--- src/rtl/hpsf_map.svh ---
// Bit positions and reset values of the host port status flags.
`ifndef HPSF_MAP_SVH
`define HPSF_MAP_SVH

// Reset value of every status register.
`define HPSF_STR_RESET 8'h00

// Channel 2 status layout.
`define HPSF_CD_BIT 3
`define HPSF_IN2_FULL_BIT 1
`define HPSF_OUT2_FULL_BIT 0
`define HPSF_USER_HI_MSB 7
`define HPSF_USER_HI_LSB 4
`define HPSF_USER_LO_BIT 2

// Channel 3 bidirectional layout.
`define HPSF_BI_IN_FULL_BIT 7
`define HPSF_BI_OUT_FULL_BIT 6
`define HPSF_HOST_MODE_BIT 5
`define HPSF_SLV_MODE_BIT 4

// Value a flag takes when it is cleared.
`define HPSF_FLAG_CLEAR 1'b0

// Value read back for a status byte that this block does not present.
`define HPSF_NO_STATUS 8'h00

// Width of a status register.
`define HPSF_STR_W 8

`endif

--- src/rtl/hpsf_pkg.sv ---
// Types shared by the host port status flag logic.
`default_nettype none
package hpsf_pkg;

    // Which status register a host read cycle addresses.
    typedef enum logic {
        HPSF_SEL_CH2,
        HPSF_SEL_CH3
    } hpsf_str_sel_t;

    // A status byte.
    typedef logic [7:0] hpsf_byte_t;

endpackage

`default_nettype wire

--- src/rtl/hpsf_flag_cell.sv ---
// One hardware status flag with a set event and a clear event.
`timescale 1ns/100ps
`default_nettype none

// The flag cell needs the clear value even when compiled on its own.
`include "hpsf_map.svh"

module hpsf_flag_cell
    import hpsf_pkg::*;
(
    input wire logic sys_clk_i,
    input wire logic rst_i,
    input wire logic set_i,
    input wire logic clr_i,
    output var logic flag_o
);

    // Stored flag and its next value.
    logic flag_reg;
    logic flag_next;

    ////////////////////////////////////////////////////////////////////////
    // Next value: a set in the same cycle as a clear wins, so that an
    // event that lands on a clear is never lost.
    always_comb
    begin
        flag_next = flag_reg;
        if (set_i)
        begin
            flag_next = 1'b1;
        end
        else if (clr_i)
        begin
            flag_next = `HPSF_FLAG_CLEAR;
        end
    end

    ////////////////////////////////////////////////////////////////////////
    // Register, cleared by the synchronous reset.
    always_ff @(posedge sys_clk_i)
    begin
        if (rst_i)
        begin
            flag_reg <= `HPSF_FLAG_CLEAR;
        end
        else
        begin
            flag_reg <= flag_next;
        end
    end

    // The flag comes straight from its flip-flop.
    assign flag_o = flag_reg;

endmodule

`default_nettype wire

--- src/rtl/hpsf_status_regs.sv ---
// Status flags of host channel 2 and the channel 3 bidirectional bank.
//
// Function
// - Channel 2 bits 7-4, 2: slave user bits.
// - Host data write latches address bit 2.
// - Host data write sets channel 2 input-full.
// - Slave data read clears channel 2 input-full.
// - Slave output write sets channel 2 output-full.
// - Host output read or slave zero clears it.
// - Clearable flags: slave writes only zero.
// - Bidirectional layout when enabled or unselected.
// - Host last-register write sets bidir input-full.
// - Slave last-register read clears bidir input-full.
// - Slave last-register write sets bidir output-full.
// - Host last read or slave zero clears it.
// - Host first write sets host mode, slave idle.
// - Slave last-register read clears host mode.
// - Slave first write sets slave mode, host idle.
// - Simultaneous first writes: host wins.
// - Host last read, slave zero clear slave mode.
// - Host read returns selected status value.
// - All status registers reset to zero.
`timescale 1ns/100ps
`default_nettype none

`include "hpsf_map.svh"

module hpsf_status_regs
    import hpsf_pkg::*;
(
    // System clock, 125 MHz.
    input wire logic sys_clk_i,
    // Synchronous reset, active high.
    input wire logic rst_i,

    // Host side: decoded I/O cycle strobes, one cycle each.
    input wire logic host_idr2_wr_i,
    input wire logic host_addr2_i,
    input wire logic host_odr2_rd_i,
    input wire logic host_last_wr_i,
    input wire logic host_last_rd_i,
    input wire logic host_first_wr_i,
    input wire logic host_str_rd_i,
    input wire logic host_str_sel_i,
    input wire logic host_str_wr_i,
    output var logic [7:0] host_rdata_o,
    output var logic host_rvalid_o,

    // Slave processor side: decoded access strobes, one cycle each.
    input wire logic slv_stat2_wr_i,
    input wire logic slv_stat3_wr_i,
    input wire logic [7:0] slv_wdata_i,
    input wire logic slv_idr2_rd_i,
    input wire logic slv_odr2_wr_i,
    input wire logic slv_last_rd_i,
    input wire logic slv_last_wr_i,
    input wire logic slv_first_wr_i,
    output var logic [7:0] slv_stat2_o,
    output var logic [7:0] slv_stat3_o,

    // Mode controls from the channel 3 configuration.
    input wire logic bidir_mode_enable_i,
    input wire logic ch3_status_select_i,

    // Interrupt sources and layout indication towards the slave.
    output var logic ch2_input_full_o,
    output var logic bidir_input_full_o,
    output var logic bidir_layout_o
);

    ////////////////////////////////////////////////////////////////////////
    // Helper: a slave write that carries a zero in the given bit position
    // clears a clearable flag; a one in that position does nothing.
    function automatic logic zero_clears(input logic wr,
                                         input logic [7:0] data,
                                         input int unsigned pos);
        logic bit_val;
        bit_val = data[pos[2:0]];
        return wr && (bit_val == 1'b0);
    endfunction

    ////////////////////////////////////////////////////////////////////////
    // Declarations.

    // Slave user bits 7-4 of channel 2.
    logic [3:0] user_hi_reg;
    logic [3:0] user_hi_next;
    // Slave user bit 2 of channel 2.
    logic user_lo_reg;
    logic user_lo_next;
    // Command or data indication of channel 2.
    logic cmd_data_reg;
    logic cmd_data_next;

    // Host read data and its valid pulse.
    logic [7:0] host_rdata_reg;
    logic [7:0] host_rdata_next;
    logic host_rvalid_reg;
    logic host_rvalid_next;

    // Hardware flags, each held in a flag cell.
    logic in2_full_flag;
    logic out2_full_flag;
    logic bi_in_full_flag;
    logic bi_out_full_flag;
    logic host_mode_flag;
    logic slv_mode_flag;

    // Set and clear events for the flag cells.
    logic in2_full_set;
    logic in2_full_clr;
    logic out2_full_set;
    logic out2_full_clr;
    logic bi_in_full_set;
    logic bi_in_full_clr;
    logic bi_out_full_set;
    logic bi_out_full_clr;
    logic host_mode_set;
    logic host_mode_clr;
    logic slv_mode_set;
    logic slv_mode_clr;

    // Bidirectional layout is the one shown in channel 3.
    logic bidir_layout;
    // Slave writes to channel 3 reach this layout only while it is shown.
    logic slv_stat3_wr_bidir;
    // Assembled status bytes.
    hpsf_byte_t ch2_status;
    hpsf_byte_t ch3_status;

    ////////////////////////////////////////////////////////////////////////
    // Layout selection of channel 3.
    always_comb
    begin
        bidir_layout = bidir_mode_enable_i || !ch3_status_select_i;
        slv_stat3_wr_bidir = slv_stat3_wr_i && bidir_layout;
    end

    ////////////////////////////////////////////////////////////////////////
    // Flag events. The flag cells let a set win over a clear in the same
    // cycle, so a host event is never lost under a slave clear.
    always_comb
    begin
        // Channel 2 input-full: host data write sets, slave read clears.
        in2_full_set = host_idr2_wr_i;
        in2_full_clr = slv_idr2_rd_i;
        // Channel 2 output-full.
        out2_full_set = slv_odr2_wr_i;
        out2_full_clr = host_odr2_rd_i ||
                        zero_clears(slv_stat2_wr_i, slv_wdata_i,
                                    `HPSF_OUT2_FULL_BIT);
        // Bidirectional input-full.
        bi_in_full_set = host_last_wr_i;
        bi_in_full_clr = slv_last_rd_i;
        // Bidirectional output-full.
        bi_out_full_set = slv_last_wr_i;
        bi_out_full_clr = host_last_rd_i ||
                          zero_clears(slv_stat3_wr_bidir, slv_wdata_i,
                                      `HPSF_BI_OUT_FULL_BIT);
        // Host write mode: only claimed while the slave has not claimed.
        host_mode_set = host_first_wr_i && !slv_mode_flag;
        host_mode_clr = slv_last_rd_i;
        // Slave write mode: refused while the host holds the mode or
        // writes the first register in this very cycle.
        slv_mode_set = slv_first_wr_i && !host_mode_flag &&
                       !host_first_wr_i;
        slv_mode_clr = host_last_rd_i ||
                       zero_clears(slv_stat3_wr_bidir, slv_wdata_i,
                                   `HPSF_SLV_MODE_BIT);
    end

    ////////////////////////////////////////////////////////////////////////
    // Flag cells.

    // Channel 2 input-full.
    hpsf_flag_cell u_in2_full (
        .sys_clk_i(sys_clk_i),
        .rst_i(rst_i),
        .set_i(in2_full_set),
        .clr_i(in2_full_clr),
        .flag_o(in2_full_flag)
    );

    // Channel 2 output-full.
    hpsf_flag_cell u_out2_full (
        .sys_clk_i(sys_clk_i),
        .rst_i(rst_i),
        .set_i(out2_full_set),
        .clr_i(out2_full_clr),
        .flag_o(out2_full_flag)
    );

    // Bidirectional input-full.
    hpsf_flag_cell u_bi_in_full (
        .sys_clk_i(sys_clk_i),
        .rst_i(rst_i),
        .set_i(bi_in_full_set),
        .clr_i(bi_in_full_clr),
        .flag_o(bi_in_full_flag)
    );

    // Bidirectional output-full.
    hpsf_flag_cell u_bi_out_full (
        .sys_clk_i(sys_clk_i),
        .rst_i(rst_i),
        .set_i(bi_out_full_set),
        .clr_i(bi_out_full_clr),
        .flag_o(bi_out_full_flag)
    );

    // Host write-mode flag.
    hpsf_flag_cell u_host_mode (
        .sys_clk_i(sys_clk_i),
        .rst_i(rst_i),
        .set_i(host_mode_set),
        .clr_i(host_mode_clr),
        .flag_o(host_mode_flag)
    );

    // Slave write-mode flag.
    hpsf_flag_cell u_slv_mode (
        .sys_clk_i(sys_clk_i),
        .rst_i(rst_i),
        .set_i(slv_mode_set),
        .clr_i(slv_mode_clr),
        .flag_o(slv_mode_flag)
    );

    ////////////////////////////////////////////////////////////////////////
    // Next values of channel 2 user bits and command or data bit.
    always_comb
    begin
        user_hi_next = user_hi_reg;
        user_lo_next = user_lo_reg;
        cmd_data_next = cmd_data_reg;
        // Only the slave writes the user bits; the host cannot.
        if (slv_stat2_wr_i)
        begin
            user_hi_next = slv_wdata_i[`HPSF_USER_HI_MSB:
                                       `HPSF_USER_HI_LSB];
            user_lo_next = slv_wdata_i[`HPSF_USER_LO_BIT];
        end
        // Each host data write records whether it was a command.
        if (host_idr2_wr_i)
        begin
            cmd_data_next = host_addr2_i;
        end
    end

    ////////////////////////////////////////////////////////////////////////
    // Status bytes as seen by both sides.
    always_comb
    begin
        ch2_status = `HPSF_STR_RESET;
        ch2_status[`HPSF_USER_HI_MSB:`HPSF_USER_HI_LSB] = user_hi_reg;
        ch2_status[`HPSF_CD_BIT] = cmd_data_reg;
        ch2_status[`HPSF_USER_LO_BIT] = user_lo_reg;
        ch2_status[`HPSF_IN2_FULL_BIT] = in2_full_flag;
        ch2_status[`HPSF_OUT2_FULL_BIT] = out2_full_flag;
        // The other channel 3 layout lives outside this block, so this
        // byte reads as zero while that layout is selected.
        ch3_status = `HPSF_NO_STATUS;
        if (bidir_layout)
        begin
            ch3_status[`HPSF_BI_IN_FULL_BIT] = bi_in_full_flag;
            ch3_status[`HPSF_BI_OUT_FULL_BIT] = bi_out_full_flag;
            ch3_status[`HPSF_HOST_MODE_BIT] = host_mode_flag;
            ch3_status[`HPSF_SLV_MODE_BIT] = slv_mode_flag;
        end
    end

    ////////////////////////////////////////////////////////////////////////
    // Host read path. The byte is captured at the edge that takes the
    // read, so the host sees the value from before any same-cycle update.
    // Host status writes never reach any state here.
    always_comb
    begin
        host_rdata_next = host_rdata_reg;
        host_rvalid_next = host_str_rd_i;
        if (host_str_rd_i)
        begin
            if (host_str_sel_i == HPSF_SEL_CH3)
            begin
                host_rdata_next = ch3_status;
            end
            else
            begin
                host_rdata_next = ch2_status;
            end
        end
        // host_str_wr_i is deliberately left without effect.
    end

    ////////////////////////////////////////////////////////////////////////
    // Registers of the user bits, the command flag and the read path.
    always_ff @(posedge sys_clk_i)
    begin
        if (rst_i)
        begin
            user_hi_reg <= '0;
            user_lo_reg <= `HPSF_FLAG_CLEAR;
            cmd_data_reg <= `HPSF_FLAG_CLEAR;
            host_rdata_reg <= `HPSF_STR_RESET;
            host_rvalid_reg <= 1'b0;
        end
        else
        begin
            user_hi_reg <= user_hi_next;
            user_lo_reg <= user_lo_next;
            cmd_data_reg <= cmd_data_next;
            host_rdata_reg <= host_rdata_next;
            host_rvalid_reg <= host_rvalid_next;
        end
    end

    ////////////////////////////////////////////////////////////////////////
    // Outputs. Channel 2 status is built from flip-flops only; channel 3 is also gated by the layout inputs.
    assign host_rdata_o = host_rdata_reg;
    assign host_rvalid_o = host_rvalid_reg;
    assign slv_stat2_o = ch2_status;
    assign slv_stat3_o = ch3_status;
    // Input-full flags double as slave interrupt sources.
    assign ch2_input_full_o = in2_full_flag;
    assign bidir_input_full_o = bi_in_full_flag;
    assign bidir_layout_o = bidir_layout;

endmodule

`default_nettype wire

--- config.mk ---
export PLATFORM = sky130hd
export DESIGN_NAME = hpsf_status_regs
export DESIGN_NICKNAME = d
export VERILOG_FILES = /design/src/rtl/hpsf_pkg.sv /design/src/rtl/hpsf_flag_cell.sv /design/src/rtl/hpsf_status_regs.sv
export VERILOG_INCLUDE_DIRS = /design/src /design/src/rtl
export SDC_FILE = /design/constraint.sdc
export NUM_CORES = 1
export LEC_CHECK = 0
export BUFFER_PORTS_ARGS = -buffer_cell sky130_fd_sc_hd__buf_4
export CORE_UTILIZATION = 42
export CTS_CLUSTER_SIZE = 28
export DETAILED_ROUTE_END_ITERATION = 10
export PLACE_DENSITY = 0.76
export SYNTH_ARGS = -nofsm -noshare
export SYNTH_HDL_FRONTEND = slang
export SYNTH_HIERARCHICAL = 1
export SYNTH_SLANG_ARGS = --single-unit
export TNS_END_PERCENT = 20
--- constraint.sdc ---
create_clock -name sys_clk_i -period 1 [get_ports sys_clk_i]
set_input_delay 0.2 -clock sys_clk_i [delete_from_list [all_inputs] [get_ports sys_clk_i]]
set_output_delay 0.2 -clock sys_clk_i [all_outputs]
set_load 0.01 [all_outputs]
==> run metrics, run 1 <==
status complete, but fails checks; failing checks negative setup slack; Worst Setup SP u_bi_in_full/flag_o; TNS Setup -418.2 ps; fmax 912.7 MHz; Synth Cell Area 959.7 um2; PortBufs 48; Final Power 1.685 mW; Net Sw Power 0.4270 mW; Cell Pwr Density 1163 nW/um2; final hold viol count 0; Buf/Inv on CP 1; layout cells sized above 1 56.13%; Max VDD drop 1039 uV; grt ovf 0; DRC errors left 0; Num Clock Sinks 21; Critical Setup Path Class flop to output pin; max-cap viol count 0; Initial Util 46.54%; vias 890; Routed WL per cell 12.97 um; H-tree depth 1; initial antenna violation count 0; first-pass GRT wire length 3.767 mm; num rows 16; total track usage 20.27%; Num CTS Buffers 3; clk root buf clkbuf_4; P_leak 0.6846 nW; First-pass DRT Iterations 4; sw frac 25.34%; hpwl dp 1.732 mm; syn avg cell area 9.140 um2; register area share after synthesis 43.81%; hold_sp slv_last_wr_i; hold crit path type input pin to flop; fin. max-slew vios 0; placed cells 174; Largest stage delay, worst path 360 ps; CP max FO 3; crit path to slv_stat3_o[7]; final period utilization 109.6%; asr flop ratio synth 0%; largest net degree at the start of global routing 12; Critical Path Source Type flop; Syn. warnings 6; count of nets after finishing 184; routability cong. 0.7426; Min Clock Period, post-route 1096 ps; Pint 1.258 mW; Post-synth EDFFs 0; non-filler cells in the finished layout 182; top_reg_cell synth dfxtp_1; Die W 49.80 um; Initial DRC Count 10; RSZ-0062 raised after global routing yes; TritonCTS clock tree built; delay-heaviest family, CP flip-flops; DR vias/cell 4.890; top-level port count 56; worst r2r path cells 4; P&R area growth vs syn 50.98%; Comb pwr share 22.4%; sequential share of power 54.5%; Post-Synthesis Cells 105; WP data arrival 900 ps; Setup-failing EPs final 5; Clock Latency Late Sink 290 ps; Max Clock Skew 2.805 ps; die height 49.80 um; Final WS setup -95.70 ps; Critical R2R Launch u_host_mode/flag_o; Worst-path clk slew 110 ps; Post-Route WL 2.360 mm; die area 2480 um2; vias in the first global route 885; CTS Hold Bufs 0; Levels on crit path 2; WP data required 800 ps; worst-path cell chain and2_4, buf_6; Cell variety after synth 24; slowest CP cell dfxtp_2; antenna-violating nets left 0; n_diodes 0; clock share of power 23.1%; max FFs per register 8; core box area 2062 um2; FF+latch count, synth 21; critical path endpoint category output pin; Reg2Reg Setup Slack 110 ps; worst r2r dst u_slv_mode/flag_o; Max clock buf depth 2
-- placed cells by master, fill, tap and decap left out --
master	count
nand2_1	1
dfxtp_2	18
dfxtp_4	1
nand3_1	4
and2b_1	2
inv_2	1
nor3b_1	1
nand2b_2	1
o21ai_1	4
nor2b_1	2
clkbuf_4	3
nor2_1	9
a21o_1	1
nand3b_1	2
dfxtp_1	2
o21bai_1	2
a22oi_1	4
conb_1	4
a21oi_2	6
nand2b_1	9
a21oi_1	4
and2_4	1
nor3b_4	1
inv_1	7
buf_4	39
buf_6	16
mux2i_1	6
and2_1	3
clkbuf_1	1
-- worst min-delay path by stage --
stage / endpoint / slack (ps) / cells after the start
floorplan: u_bi_in_full/flag_o / 260 / 1
global placement: u_out2_full/flag_o / 430 / 3
detailed placement: user_lo_reg / 450 / 3
CTS: user_lo_reg / 140 / 3
global route: u_bi_out_full/flag_o / 120 / 3
finish: u_bi_out_full/flag_o / 140 / 3
-- power groups by stage --
| stage | Sequential (mW) | Combinational (mW) | Clock [mW] |
|---|---|---|---|
| after floorplan | 0.935 | 0.161 | 0 |
| after global placement | 0.928 | 0.318 | 0 |
| after detailed placement | 0.930 | 0.329 | 0 |
| after CTS | 0.912 | 0.362 | 0.404 |
| after global routing | 0.924 | 0.408 | 0.460 |
| final | 0.918 | 0.378 | 0.390 |
-- synthesized netlist by cell type, drive strengths merged, types with 4 or more instances --
| cell type | number | share of area [%] |
|---|---|---|
| nor2 | 9 | 3.5 |
| a22oi | 4 | 3.1 |
| inv | 8 | 3.1 |
| mux2i | 6 | 6.3 |
| o21ai | 4 | 2.1 |
| a21oi | 10 | 7.6 |
| buf | 12 | 9.0 |
| dfxtp | 21 | 44 |
| nand2b | 10 | 6.5 |
| and2 | 4 | 2.6 |
| nand3 | 4 | 2.1 |
-- worst min-delay path: cells and delay by family --
kind,cells,cell delay [ps]
AO/OA/AOI/OAI,1,50
buffers and inverters,2,170
-- cell type report --
cell class	count	area, um2
inverter	8	30.03
multi-input combinational	67	439.2
fill	168	613.1
tap	27	33.78
timing repair buffer	55	473.0
sequential	21	446.7
clock buffer	4	26.28
-- per-layer routing --
| layer | share of wire, % | track usage [%] | wire [um] | up-vias |
|---|---|---|---|---|
| li1 | - | - | - | 432 |
| met1 | 39 | 22.50 | 926 | 418 |
| met2 | 54 | 37.84 | 1281 | 32 |
| met3 | 4.3 | 4.012 | 101 | 8 |
| met4 | 2.2 | 6.667 | 51 | 0 |
| met5 | 0 | 0 | 0 | - |
-- timing repair --
action	CTS	global route
buffers inserted	4	0
endpoints found under the setup margin	13	21
hold endpoints to repair	0	0
resized for setup	18	20
cloned	0	0
-- per-stage QoR --
step           utilization, %  hold WS, ps  cell area [um2]  setup WS [ps]
2_1_floorplan               -        262.4            970.9          62.68
3_3_place_gp            63.11        433.9             1301         -88.72
3_5_place_dp            63.11        445.9             1301         -147.2
4_1_cts                 67.66        136.0             1395         -88.93
5_1_grt                 70.27        119.9             1449         -140.9
6_report                70.27        142.4             1449         -95.70
-- kinds of logic (layout without fill, tap and decap cells) --
| family | count (synthesis) | count (layout) | share of synthesized area, % |
|---|---|---|---|
| AND/OR/NAND/NOR | 36 | 36 | 22.29 |
| AO/OA/AOI/OAI | 21 | 21 | 15.12 |
| flip-flops | 21 | 21 | 43.81 |
| buffers and inverters | 20 | 67 | 12.12 |
| multiplexers | 6 | 6 | 6.258 |
| other | 1 | 4 | 0.3908 |
Note: power is estimated with default switching activity, not from simulation.
==> run 2: changes to the inputs <==
PLACE_DENSITY = 0.83   (was 0.76)
TNS_END_PERCENT = not set   (was 20)
==> run metrics, run 2 (synthesis results as in run 1) <==
WP data arrival 900 ps (about the same); WP data required 800 ps (about the same); worst r2r path cells 5 (+1); Pint 1.270 mW (+0.94%); Max VDD drop 601.4 uV (-42%); initial antenna violation count 0 (unchanged); DR vias/cell 4.781 (-2.2%); First-pass DRT Iterations 4 (unchanged); clock share of power 23.9% (+0.8 points); max-cap viol count 0 (unchanged); placed cells 174 (unchanged); Layout fillers 159 (-5.4%); vias 894 (+0.45%); Worst-path clk slew 120 ps (about the same); fmax 909.7 MHz (-0.33%); Die W 49.80 um (unchanged); PortBufs 48 (unchanged); hpwl dp 1.496 mm (-14%); Critical R2R Launch u_slv_mode/flag_o; hold crit path type input pin to flop; first-pass GRT wire length 3.539 mm (-6.1%); TritonCTS clock tree built; vias in the first global route 855 (-3.4%); Initial Util 46.54% (unchanged); grt ovf 0 (unchanged); core box area 2062 um2 (unchanged); largest net degree at the start of global routing 12 (unchanged); total track usage 18.79% (-1.5 points); worst-path cell chain and2_4, buf_6; P_leak 0.7104 nW (+3.8%); Final Power 1.707 mW (+1.3%); n_diodes 0 (unchanged); Final WS setup -99.28 ps (-3.585 ps); P&R area growth vs syn 52.93%; top-level port count 56 (unchanged); Critical Path Source Type flop; Critical Setup Path Class flop to output pin; final period utilization 109.9% (+0.36 points); die height 49.80 um (unchanged); die area 2480 um2 (unchanged); clk root buf clkbuf_4; num rows 16 (unchanged); routability cong. 0.7092 (-4.5%); non-filler cells in the finished layout 187 (+2.7%); failing checks negative setup slack; Worst Hold Endpoint u_bi_in_full/flag_o; fin. max-slew vios 0 (unchanged); commonest non-fill, non-tap cells in the layout buf_4 (51), dfxtp_2 (18), nor2_1 (9), nand2b_1 (9), buf_6 (9); layout cells sized above 1 59.38% (+3.2 points); Max clock buf depth 2 (unchanged); commonest non-fill, non-tap cell in the layout buf_4; antenna-violating nets left 0 (unchanged); H-tree depth 1 (unchanged); Post-Route WL 2.156 mm (-8.6%); Cell Pwr Density 1163 nW/um2 (about the same); Num CTS Buffers 3 (unchanged); critical path endpoint category output pin; DRC errors left 0 (unchanged); CP max FO 3 (unchanged); Largest stage delay, worst path 350 ps (about the same); Comb pwr share 22.5% (about the same); Clock Latency Late Sink 310 ps (+20 ps); slowest CP cell dfxtp_2; Min Clock Period, post-route 1099 ps (+3.585 ps); sequential share of power 53.6% (-0.9 points); Net Sw Power 0.4376 mW (+2.5%); count of nets after finishing 189 (+2.7%); status complete, but fails checks; RSZ-0062 raised after global routing yes; Initial DRC Count 10 (unchanged); hold_sp rst_i; final hold viol count 0 (unchanged); max FFs per register 8 (unchanged); Num Clock Sinks 21 (unchanged); sw frac 25.63% (+0.29 points); hold depth 2 (-1); Reg2Reg Setup Slack 90 ps (-20 ps); Setup-failing EPs final 4 (-1); Routed WL per cell 11.53 um (-11%); worst r2r dst u_host_mode/flag_o; Max Clock Skew 9.457 ps (+6.652 ps)
[run 2: cell count changes in the layout (fill, tap and decap cells not counted)]
cell,change
buf_6,-7
and2_1,-3
and2_4,+3
buf_4,+12
[run 2: cell type report]
class	instances	area (um2)	share of cell area, %
Clock buffer	4	26.28	1.790
Inverter	8	30.03	2.046
Multi-Input combinational cell	67	446.7	30.43
Sequential cell	21	446.7	30.43
Tap cell	27	33.78	2.302
Timing Repair Buffer	60	484.2	32.99
[run 2: worst max path at each step]
| stage | start | to | cells past startpoint |
|---|---|---|---|
| after floorplan | bidir_mode_enable_i | u_bi_out_full/flag_o | 6 |
| after global placement | bidir_mode_enable_i | slv_stat3_o[4] | 4 |
| after detailed placement | bidir_mode_enable_i | u_slv_mode/flag_o | 6 |
| after CTS | u_bi_in_full/flag_o | slv_stat3_o[7] | 2 |
| after global routing | u_slv_mode/flag_o | slv_stat3_o[4] | 2 |
| final | u_bi_in_full/flag_o | slv_stat3_o[7] | 2 |
[run 2: layer usage]
layer,global-route usage [%],up-vias,routed length [um]
li1,-,442,-
met1,20.79,403,928
met2,35.36,44,1030
met3,2.778,5,150
met4,7.143,0,46
met5,0,-,0
[run 2: worst max-delay path, delay by kind of cell, from the launching register on]
| family | cells | cell delay, ps |
|---|---|---|
| simple gates | 1 | 130 |
| buf+inv | 1 | 110 |
| flops | 1 | 350 |
[run 2: stage by stage]
stage	setup slack, ps	setup TNS, ps	util (%)	hold WS (ps)	area (um2)
after floorplan	62.68	0	-	262.4	970.9
after global placement	-32.99	-173.3	63.11	440.1	1301
after detailed placement	-52.04	-267.1	63.11	438.6	1301
after CTS	-87.72	-331.2	67.54	119.3	1393
after global routing	-130.5	-671.9	71.18	103.9	1468
final	-99.28	-370.3	71.18	112.8	1468
[run 2: what timing repair did]
action                     CTS  global route
hold buffers                 0             0
pin swaps                    0             0
resized for setup           17            17
setup endpoints to repair   12            21
buffers inserted             4             5
cloned                       0             0
[run 2: power by group through the flow]
stage               clock, mW  sequential [mW]  combinational (mW)
finish                  0.408            0.916               0.384
global route            0.451            0.923               0.417
CTS                     0.394            0.913               0.357
detailed placement          0            0.930               0.322
global placement            0            0.928               0.318
floorplan                   0            0.935               0.161
